**src/verilog/lgtr_pkg.sv**
```systemverilog
// Purpose: Shared types and constants for the logic gate and toggle relay block.
// Assumes: One scan of the control program equals one rising edge of CLK.
// Notes:   The list below gives the behaviour that the block keeps.
// Function
// - The AND output is 1 only when every connected input is 1, for two to four inputs.
// - The XOR output is 1 exactly when an odd number of connected inputs are 1.
// - The constant-one output stays at 1 while the controller runs.
// - The constant-zero output stays at 0 at all times.
// - Each rising edge of trigger inverts the relay output while set and clear are low.
// - While set is 1 and clear is not, the relay output is 1 whatever the trigger does.
// - A rising edge on clear forces the relay output to 0.
// - While clear is 1 the relay output is 0, so clear wins over set and trigger.
// - With all three relay inputs at 0 the relay output keeps its last value.

package lgtr_pkg;

    // ------------------------------------------------------------------
    // Sizes and reset values
    // ------------------------------------------------------------------
    localparam int   GATE_INPUTS     = 4;
    localparam logic RELAY_RESET_VAL = 1'h0;
    localparam logic HIST_RESET_VAL  = 1'h0;
    localparam logic GATE_RESET_VAL  = 1'h0;
    localparam logic ONE_RESET_VAL   = 1'h1;
    localparam logic ZERO_VAL        = 1'h0;

    // ------------------------------------------------------------------
    // Carriers
    // ------------------------------------------------------------------
    typedef struct packed {
        logic [GATE_INPUTS-1:0] connected;
        logic                   gate_input_4;
        logic                   gate_input_3;
        logic                   gate_input_2;
        logic                   gate_input_1;
    } lgtr_gate_in_t;

    typedef struct packed {
        logic trigger;
        logic set;
        logic clear;
    } lgtr_relay_in_t;

    typedef struct packed {
        logic conjunction;
        logic parity;
        logic constant_one;
        logic constant_zero;
        logic relay;
        logic trig_hist;
        logic set_hist;
        logic clear_hist;
    } lgtr_state_t;

endpackage

```
**src/verilog/lgtr_top.sv**
```systemverilog
// Purpose: AND, XOR, constant sources and an impulse toggle relay, one scan per clock.
// Assumes: All inputs are synchronous to CLK and come from other function blocks.
// Notes:   Every output is registered, so results appear one scan after their inputs.
`timescale 1ns/1ps

module lgtr_top (
    input  wire logic                     CLK,
    input  wire logic                     ARST_N,
    input  wire lgtr_pkg::lgtr_gate_in_t  AND_IN,
    input  wire lgtr_pkg::lgtr_gate_in_t  XOR_IN,
    input  wire lgtr_pkg::lgtr_relay_in_t RELAY_IN,
    output logic                          CONJUNCTION_OUTPUT,
    output logic                          PARITY_OUTPUT,
    output logic                          CONSTANT_ONE_OUTPUT,
    output logic                          CONSTANT_ZERO_OUTPUT,
    output logic                          TOGGLE_RELAY_OUTPUT
);

    // ------------------------------------------------------------------
    // Gate input masking
    // ------------------------------------------------------------------
    logic [lgtr_pkg::GATE_INPUTS-1:0] and_level;
    logic [lgtr_pkg::GATE_INPUTS-1:0] xor_level;
    logic [lgtr_pkg::GATE_INPUTS-1:0] and_eff;
    logic [lgtr_pkg::GATE_INPUTS-1:0] xor_eff;

    assign and_level = {AND_IN.gate_input_4, AND_IN.gate_input_3,
                        AND_IN.gate_input_2, AND_IN.gate_input_1};
    assign xor_level = {XOR_IN.gate_input_4, XOR_IN.gate_input_3,
                        XOR_IN.gate_input_2, XOR_IN.gate_input_1};

    // An open AND input acts as 1 and an open XOR input as 0, so neither disturbs the result.
    genvar gi;
    generate
        for (gi = 0; gi < lgtr_pkg::GATE_INPUTS; gi++) begin : g_mask
            assign and_eff[gi] = and_level[gi] | ~AND_IN.connected[gi];
            assign xor_eff[gi] = xor_level[gi] & XOR_IN.connected[gi];
        end
    endgenerate

    // ------------------------------------------------------------------
    // State update
    // ------------------------------------------------------------------
    lgtr_pkg::lgtr_state_t state_q;
    lgtr_pkg::lgtr_state_t state_d;
    logic                  trig_rise;
    logic                  clear_rise;

    // Edges compare this scan's level with the level stored one scan earlier.
    assign trig_rise  = RELAY_IN.trigger & ~state_q.trig_hist;
    assign clear_rise = RELAY_IN.clear & ~state_q.clear_hist;

    always_comb begin
        state_d               = state_q;
        state_d.conjunction   = &and_eff;
        state_d.parity        = ^xor_eff;
        state_d.constant_one  = lgtr_pkg::ONE_RESET_VAL;
        state_d.constant_zero = lgtr_pkg::ZERO_VAL;
        state_d.trig_hist     = RELAY_IN.trigger;
        state_d.set_hist      = RELAY_IN.set;
        state_d.clear_hist    = RELAY_IN.clear;
        // Clear is checked first because its level dominates; its edge is covered by it.
        if (RELAY_IN.clear || clear_rise) begin
            state_d.relay = 1'h0;
        end else if (RELAY_IN.set) begin
            state_d.relay = 1'h1;
        end else if (trig_rise) begin
            state_d.relay = ~state_q.relay;
        end else begin
            state_d.relay = state_q.relay;
        end
    end

    always_ff @(posedge CLK or negedge ARST_N) begin
        if (!ARST_N) begin
            state_q.conjunction   <= lgtr_pkg::GATE_RESET_VAL;
            state_q.parity        <= lgtr_pkg::GATE_RESET_VAL;
            state_q.constant_one  <= lgtr_pkg::ONE_RESET_VAL;
            state_q.constant_zero <= lgtr_pkg::ZERO_VAL;
            state_q.relay         <= lgtr_pkg::RELAY_RESET_VAL;
            state_q.trig_hist     <= lgtr_pkg::HIST_RESET_VAL;
            state_q.set_hist      <= lgtr_pkg::HIST_RESET_VAL;
            state_q.clear_hist    <= lgtr_pkg::HIST_RESET_VAL;
        end else begin
            state_q <= state_d;
        end
    end

    // ------------------------------------------------------------------
    // Outputs
    // ------------------------------------------------------------------
    assign CONJUNCTION_OUTPUT   = state_q.conjunction;
    assign PARITY_OUTPUT        = state_q.parity;
    assign CONSTANT_ONE_OUTPUT  = state_q.constant_one;
    assign CONSTANT_ZERO_OUTPUT = state_q.constant_zero;
    assign TOGGLE_RELAY_OUTPUT  = state_q.relay;

    // ------------------------------------------------------------------
    // Checks
    // ------------------------------------------------------------------
    // The first sampled edge after release still shows reset values, so checks that look
    // back one scan wait for this flag.
    logic live_q;

    always_ff @(posedge CLK or negedge ARST_N) begin
        if (!ARST_N) begin
            live_q <= 1'h0;
        end else begin
            live_q <= 1'h1;
        end
    end

    a_and_all_high:
    assert property (@(posedge CLK) disable iff (!ARST_N)
        live_q |-> (CONJUNCTION_OUTPUT ==
            ((($past(and_level) | ~$past(AND_IN.connected)) == 4'hf) ? 1'h1 : 1'h0)))
    else $error("AND output does not match the connected inputs");

    a_and_any_low:
    assert property (@(posedge CLK) disable iff (!ARST_N)
        ((and_level & AND_IN.connected) != AND_IN.connected) |=> !CONJUNCTION_OUTPUT)
    else $error("AND output high although a connected input was low");

    a_xor_odd_count:
    assert property (@(posedge CLK) disable iff (!ARST_N)
        live_q |-> (PARITY_OUTPUT == ($countones($past(xor_eff)) % 2 == 1)))
    else $error("XOR output does not follow the odd count");

    a_xor_four_high:
    assert property (@(posedge CLK) disable iff (!ARST_N)
        (xor_level == 4'hf && XOR_IN.connected == 4'hf) |=> !PARITY_OUTPUT)
    else $error("XOR output high with four inputs high");

    a_const_one_held:
    assert property (@(posedge CLK) disable iff (!ARST_N)
        CONSTANT_ONE_OUTPUT)
    else $error("Constant one output dropped");

    a_const_zero_held:
    assert property (@(posedge CLK) disable iff (!ARST_N)
        !CONSTANT_ZERO_OUTPUT)
    else $error("Constant zero output rose");

    a_relay_toggles:
    assert property (@(posedge CLK) disable iff (!ARST_N)
        (live_q && RELAY_IN.trigger && !$past(RELAY_IN.trigger)
            && !RELAY_IN.set && !RELAY_IN.clear)
        |=> (TOGGLE_RELAY_OUTPUT != $past(TOGGLE_RELAY_OUTPUT)))
    else $error("Relay did not invert on a trigger edge");

    a_relay_set_wins:
    assert property (@(posedge CLK) disable iff (!ARST_N)
        (RELAY_IN.set && !RELAY_IN.clear) [*2] |=> TOGGLE_RELAY_OUTPUT [*1])
    else $error("Relay not high while set is held");

    a_relay_clear_edge:
    assert property (@(posedge CLK) disable iff (!ARST_N)
        (live_q && $rose(RELAY_IN.clear)) |=> !TOGGLE_RELAY_OUTPUT)
    else $error("Relay not cleared by a clear edge");

    a_relay_clear_dom:
    assert property (@(posedge CLK) disable iff (!ARST_N)
        (RELAY_IN.clear && RELAY_IN.set && RELAY_IN.trigger) |=> !TOGGLE_RELAY_OUTPUT)
    else $error("Relay high while clear is high");

    a_relay_holds:
    assert property (@(posedge CLK) disable iff (!ARST_N)
        (live_q && !RELAY_IN.trigger && !RELAY_IN.set && !RELAY_IN.clear)
        |=> $stable(TOGGLE_RELAY_OUTPUT))
    else $error("Relay changed with all inputs low");

    a_relay_reset_zero:
    assert property (@(posedge CLK) disable iff (!ARST_N)
        !live_q |-> (!TOGGLE_RELAY_OUTPUT && !state_q.trig_hist && !state_q.clear_hist))
    else $error("Relay state not zero after reset");

    a_and_four_high:
    assert property (@(posedge CLK) disable iff (!ARST_N)
        (live_q && and_level == 4'hf)
        |=> CONJUNCTION_OUTPUT)
    else $error("AND output low with four inputs high");

    a_xor_one_high:
    assert property (@(posedge CLK) disable iff (!ARST_N)
        (live_q && $countones(xor_level & XOR_IN.connected) == 1)
        |=> PARITY_OUTPUT)
    else $error("XOR output low with one connected input high");

    a_xor_even_low:
    assert property (@(posedge CLK) disable iff (!ARST_N)
        (live_q && $countones(xor_level & XOR_IN.connected) == 2)
        |=> !PARITY_OUTPUT)
    else $error("XOR output high with two connected inputs high");

    a_relay_set_level:
    assert property (@(posedge CLK) disable iff (!ARST_N)
        (live_q && RELAY_IN.set && !RELAY_IN.clear)
        |=> TOGGLE_RELAY_OUTPUT)
    else $error("Relay low one scan after set was seen");

    a_relay_clear_level:
    assert property (@(posedge CLK) disable iff (!ARST_N)
        (live_q && RELAY_IN.clear)
        |=> !TOGGLE_RELAY_OUTPUT)
    else $error("Relay high one scan after clear was seen");

    a_relay_off_on:
    assert property (@(posedge CLK) disable iff (!ARST_N)
        (live_q && RELAY_IN.trigger && !$past(RELAY_IN.trigger) && !RELAY_IN.set
            && !RELAY_IN.clear && !TOGGLE_RELAY_OUTPUT)
        |=> TOGGLE_RELAY_OUTPUT)
    else $error("Relay did not turn on at a trigger edge");

    a_relay_held_trig:
    assert property (@(posedge CLK) disable iff (!ARST_N)
        (live_q && RELAY_IN.trigger && $past(RELAY_IN.trigger) && !RELAY_IN.set
            && !RELAY_IN.clear)
        |=> $stable(TOGGLE_RELAY_OUTPUT))
    else $error("Relay changed while trigger stayed high");

    a_hist_tracks:
    assert property (@(posedge CLK) disable iff (!ARST_N)
        live_q |-> (state_q.trig_hist == $past(RELAY_IN.trigger)
            && state_q.clear_hist == $past(RELAY_IN.clear)))
    else $error("Edge history does not hold the previous scan");

endmodule
```
**config.mk**
```make
export PLATFORM = sky130hd
export DESIGN_NAME = lgtr_top
export DESIGN_NICKNAME = d
export VERILOG_FILES = /design/src/verilog/lgtr_pkg.sv /design/src/verilog/lgtr_top.sv
export SDC_FILE = /design/constraint.sdc
export NUM_CORES = 1
export LEC_CHECK = 0
export BUFFER_PORTS_ARGS = -buffer_cell sky130_fd_sc_hd__buf_2
export CORE_AREA = 4 4 41 43
export DETAILED_ROUTE_END_ITERATION = 16
export DIE_AREA = 0 0 45 47
export HOLD_SLACK_MARGIN = 0.03
export PLACE_DENSITY_LB_ADDON = 0.15
export REMOVE_ABC_BUFFERS = 1
export SLEW_MARGIN = 20
export SYNTH_ARGS = -nofsm -noshare
export SYNTH_HDL_FRONTEND = slang
export SYNTH_SLANG_ARGS = --single-unit
```
**constraint.sdc**
```tcl
create_clock -name CLK -period 2.43 [get_ports CLK]
set_input_delay 0.486 -clock CLK [delete_from_list [all_inputs] [get_ports CLK]]
set_output_delay 0.486 -clock CLK [all_outputs]
set_load 0.02 [all_outputs]
```
* After elaboration in Yosys (flattened, before gate mapping)
Cells that the tools add are included.
W data, S select, Z words.
** Storage, ports and cells
- Output and inout port bits :: 5
- Bits in registers :: 5
** Cells by class
- Bitwise operators :: 17
- Muxes and demuxes :: 3
- Reductions and logical operators :: 4
** Operators with widths (number)
- $not A1 Y1 :: 7
- $and A1 B1 Y1 :: 6
- $or A1 B1 Y1 :: 4
- $reduce_and A4 Y1 :: 1
- $reduce_xor A4 Y1 :: 1
- $mux W1 :: 3
- $reduce_bool A3 Y1 :: 1
- $logic_or A1 B1 Y1 :: 1

* Longest topological paths before layout
Gate-level depths: netlist (run 1).
- Word-level depth :: 5
- Depth in mapped cells :: 3
- Mapped depth without buffers :: 3

* Least setup slack after synthesis (run 1)
Ideal clock, no wire load.
- Path type :: in2reg
- Start :: input XOR_IN[3] in the netlist's numbering
- End :: register state_q (netlist bit PARITY_OUTPUT)
- Path slack :: 1503 ps
- Cell stages on the path :: 3
- Data arrival time :: 802 ps
- Path buffers :: 0
- Path through :: nand2_1 -> xor2_1 -> xnor2_1
** RTL lines
- start: declaration :: line lgtr_top.sv:10 : input wire lgtr_pkg::lgtr_gate_in_t XOR_IN,
- end signal: assignment :: line lgtr_top.sv:85 : state_q <= state_d;
- end: declaration :: line lgtr_top.sv:44 : lgtr_pkg::lgtr_state_t state_q;

* Final worst setup path (run 1)
- Start :: register state_q (netlist bit TOGGLE_RELAY_OUTPUT)
- End :: output TOGGLE_RELAY_OUTPUT
** RTL lines
- end: declaration :: line lgtr_top.sv:16 : output logic TOGGLE_RELAY_OUTPUT
No word-level cell between the ends.

==> results.ini, run 1 <==
[logic_synthesis]
synth_flop_cell=dfrtp_1
synth_seq_cells=4
ys_top_cells_by_count=5 x inv_1, 4 x dfrtp_1, 4 x nand2_1
yosysMostFrequentCell=inv_1
synth_edf_count=0
synth_area_sq_um=225
yosysUniqueCellTypes=11
syn_inst=25
yosys.area.top_type_share_pct=44.4
yosys-top-cells-area=dfrtp_1 44%, xnor2_1 12%, inv_1 8.3%
synth_area_per_cell_sq_um=9.01
yosys_warnings=0
yosysTopAreaCell=dfrtp_1
async_reset_ff_share_pct=100
yosysSeqAreaShare_pct=44.4

[floorplan]
fp.dieW_um=45
dieArea_sq_um=2120
io_pins=26
rows=13
die_y_um=47
initial_core_util_pct=17.3
core_area_sq_um=1300

[sta]
setup_tns_ns=0
rsz0062_at_grt=no
slew_violations=0
setup_viol=0
finalHoldViolCount=0
min_period_over_period_pct=52.0
min_period_ns=1.26
setup_slack_ns=1.17
finalClockSkew_ns=0.00643
max_freq_mhz=792

[placed_design]
place_ws_ns=1.38
placed_area_sq_um=344
post-dp-hpwl_um=456
gp_congestion=0.613
io_buffers=23

[clock_tree]
cts.sinks=4
cts_tree=yes
insertion_delay_ns=0.24
numCtsBuffers=3
cts_max_level=1
root_buffer=clkbuf_4
clk_pin_slew_ns=0.04
cts_buffer_depth=2

[job]
max_cap_viol_count=0

[route]
via_per_inst=3.35
drtPass1Iterations=1
drc=0
wl_um=529
antenna_left=0
num_vias=218
drtIter0Drc=0
routedWlPerCell_um=8.14

[worst_setup_path]
regToRegStartpoint=state_q[2]
cpPeakStageDelay_ns=0.38
slowest_stage=dfrtp_1
critPathLaunchType=flop
required_ns=1.94
critPathKind=flop to output pin
reg2reg_to=TOGGLE_RELAY_OUTPUT
cp-end-kind=output pin
reg2reg_slack_ns=1.64
crit_chain=buf_2
cp_num_buf_inv=1
worstPathArrival_ns=0.78
critical_path.top_delay_family=flip-flops
r2r_cells=3
critPathMaxFanout=2

[power]
p_leak_nw=0.221
power_uw=212
irDropWorstVdd_uv=218
powerDensity_nw_per_um2=562

[cells_and_area]
n_antenna_cell=0
final_nets=73
final_area_sq_um=377
drive_gt1_share_pct=54.0
nFillCells=146
syn2layout_area_growth_pct=67.2

[run_status]
status=finished, final reports clean

[grt]
grt_max_degree=5
grt_overflow=0
grt.total_usage_pct=6.11
antenna_found_initial=0
grt_pass1_vias=179
grt_pass1_wl_um=759

[hold_path]
hold_depth=1
hold_path_class=primary input to flop
worstHoldStart=RELAY_IN[2]
worstHoldEndpoint=state_q[2]

cell usage in the layout (no fill, tap or decap), drive strengths merged:
cell type    instances
o22ai                1
clkbuf               3
dlygate4sd3          1
buf                 23
inv                  5
xor2                 1
dfrtp                4
xnor2                3
conb                 2
nand2                4
a221oi               1
nor2b                1
a21oi                1
registers in the layout, indices dropped and copies added (netlist names):
signal,cells
CONJUNCTION_OUTPUT,1
PARITY_OUTPUT,1
TOGGLE_RELAY_OUTPUT,1
state_q,1
report_power, final:
part / leakage [nW] / internal, mW / switching [mW]
combinational: 0.159 / 0.0259 / 0.0247
clock: 0.0138 / 0.0554 / 0.0289
sequential: 0.0484 / 0.0740 / 0.00273
what timing repair did:
| item | 4_1_cts | 5_1_grt |
|---|---|---|
| hold endpoints to repair | 0 | 2 |
| endpoints found under the setup margin | 0 | 0 |
| setup buffers | 0 | 0 |
| hold buffers | 0 | 1 |
| resized for setup | 0 | 0 |
cell type report:
cell class / instances / area [sq um] / area share (%)
tap: 15 / 18.8 / 4.98
timing repair buffer: 24 / 125 / 33.2
clock buffer: 3 / 22.5 / 5.98
multi-input combinational: 14 / 91.3 / 24.3
inverter: 5 / 18.8 / 4.98
sequential: 4 / 100 / 26.6
how the worst max path moves through the flow:
stage	from	endpoint	slack [ns]	cells after the start
2_1_floorplan	XOR_IN[3]	PARITY_OUTPUT	1.50	3
3_3_place_gp	XOR_IN[2]	PARITY_OUTPUT	1.39	4
3_5_place_dp	XOR_IN[2]	PARITY_OUTPUT	1.38	4
4_1_cts	TOGGLE_RELAY_OUTPUT	TOGGLE_RELAY_OUTPUT	1.15	1
5_1_grt	TOGGLE_RELAY_OUTPUT	TOGGLE_RELAY_OUTPUT	1.12	1
6_report	TOGGLE_RELAY_OUTPUT	TOGGLE_RELAY_OUTPUT	1.17	1
cell families (layout without fill, tap and decap cells):
logic type,after synthesis,count (layout),share of synthesized area (%)
buffers and inverters,7,32,15.0
flip-flops,4,4,44.4
XOR/XNOR,4,4,15.6
other,2,2,3.33
AND/OR/NAND/NOR,5,5,12.8
AO/OA/AOI/OAI,3,3,8.89
routing by layer:
metal	track usage (%)	vias to the layer above	routed length [um]
li1	-	121	-
met1	7.36	79	229
met2	4.52	18	175
met3	8.81	0	123
met4	3.51	0	0
met5	0	-	0
through the flow:
step	instances	hold slack [ns]	utilization, %
global route	65	0.368	28.9
global placement	61	0.299	26.4
floorplan	23	0.190	-
detailed placement	61	0.294	26.4
CTS	64	0.0323	28.2
finish	65	0.380	28.9
Power figures use the tool's default switching activity.
==> run 2: changes to the inputs <==
clock period = 1.2 ns   (was 2.43 ns; I/O delays follow)
==> run 2 against run 1 <==
  * Final cell count unchanged
  * Count of clock-buffer cells in the layout unchanged
  * Flip-flop and latch count stayed put
  * Power grew 98%
  * Cell area stayed put
  * Global-route usage decreased by 0.40 points
  * First-iteration DRC count unchanged
==> results.ini, run 2 (synthesis results as in run 1) <==
[run_status]
status=finished, final reports clean

[route]
drc=0
num_vias=227
drtIter0Drc=0
drtPass1Iterations=1
wl_um=515
routedWlPerCell_um=7.92
antenna_left=0
via_per_inst=3.49

[clock_tree]
postCtsSetupRepairBufs=0
cts_resized=0
cts_max_level=1
insertion_delay_ns=0.23
root_buffer=clkbuf_4
clk_pin_slew_ns=0.04
numCtsBuffers=3
cts.sinks=4
cts_tree=yes
cts_buffer_depth=2

[sta]
fin_hold_ws_ns=0.132
finalClockSkew_ns=0.00339
finalHoldViolCount=0
setup_tns_ns=0
slew_violations=0
min_period_over_period_pct=83.9
min_period_ns=1.01
rsz0062_at_grt=no
setup_viol=0
max_freq_mhz=993

[power]
combPwrFrac_pct=24.5
switching_share_pct=25.0
power.share.sequential_pct=37.0
p_sw_uw=104
p_int_uw=314
p_leak_nw=0.221
powerDensity_nw_per_um2=1110
p_clk_share_pct=38.4
irDropWorstVdd_uv=263

[worst_setup_path]
crit_chain=buf_2
critical_path.top_delay_family=flip-flops
cp_num_buf_inv=1
critPathKind=flop to output pin
critPathMaxFanout=2
cp-end-kind=output pin
critPathLaunchType=flop
worstPathArrival_ns=0.77
cpPeakStageDelay_ns=0.38
slowest_stage=dfrtp_1
required_ns=0.96

[floorplan]
dieArea_sq_um=2120
rows=13
io_pins=26
fp.dieW_um=45
die_y_um=47
initial_core_util_pct=17.3
core_area_sq_um=1300

[grt]
grt_max_degree=5
antenna_found_initial=0
grt_overflow=0
grt_pass1_wl_um=738
grt_pass1_vias=194
grt.total_usage_pct=5.71

[cells_and_area]
final_nets=73
postLayoutCoreUtil_pct=28.9
drive_gt1_share_pct=54.0
final_cell_mix=23 x buf_2, 5 x inv_1, 4 x dfrtp_1, 4 x nand2_1
syn2layout_area_growth_pct=67.2
final_common_cell=buf_2
n_antenna_cell=0

[placed_design]
gp_congestion=0.604
io_buffers=23
post-dp-hpwl_um=473

[job]
max_cap_viol_count=0

[hold_path]
hold_path_class=primary input to flop

[run 2: cell counts in the layout (fill, tap and decap cells not counted)]
Identical to the previous run, type by type.
[run 2: timing repair]
action / 4_1_cts / 5_1_grt
hold buffers: 1 / 0
hold endpoints to repair: 4 / 0
endpoints found under the setup margin: 0 / 0
[run 2: path summary, 6_finish.rpt]
kind                                startpoint             endpoint  slack [ns]  cells past startpoint
max                        TOGGLE_RELAY_OUTPUT  TOGGLE_RELAY_OUTPUT        0.19                      1
min                                RELAY_IN[2]           state_q[2]        0.13                      1
min in group asynchronous               ARST_N           state_q[2]        0.34                      2
max in group asynchronous               ARST_N  TOGGLE_RELAY_OUTPUT        0.74                      2
min reg2reg                TOGGLE_RELAY_OUTPUT  TOGGLE_RELAY_OUTPUT        0.56                      2
max reg2reg                         state_q[2]  TOGGLE_RELAY_OUTPUT        0.40                      3
[run 2: worst reg2reg max path: stages, from the launching register on]
cell and delay (ns):
dfrtp_1 0.38, nor2b_4 0.11, xnor2_1 0.11, a21oi_1 0.08
[run 2: layer usage]
metal  up-vias  track usage, %  wire length (um)
met3         2            3.45                99
li1        120               -                 -
met5         -               0                 0
met4         0            8.77                15
met2        20            6.21               210
met1        85            5.98               189
[run 2: cell type report]
class                      count  area, sq um
fill                         153          925
inverter                       5         18.8
timing repair buffer          24          125
tap                           15         18.8
sequential                     4          100
multi-input combinational     14         91.3
clock buffer                   3         22.5
[run 2: stage by stage]
stage / instances / cell area [sq um] / worst slack (ns) / power [mW]
3_5_place_dp: 61 / 344 / 0.393 / 0.259
2_1_floorplan: 23 / 210 / 0.398 / 0.210
3_3_place_gp: 61 / 344 / 0.406 / 0.259
6_report: 65 / 377 / 0.193 / 0.418
4_1_cts: 65 / 377 / 0.179 / 0.431
5_1_grt: 65 / 377 / 0.170 / 0.443
[run 2: power by group through the flow]
| stage | combinational (mW) | sequential [mW] | clock [mW] |
|---|---|---|---|
| final | 0.103 | 0.155 | 0.161 |
| after floorplan | 0.0357 | 0.174 | 0 |
| after detailed placement | 0.102 | 0.157 | 0 |
| after global placement | 0.101 | 0.158 | 0 |
| after CTS | 0.104 | 0.155 | 0.172 |
| after global routing | 0.113 | 0.155 | 0.174 |
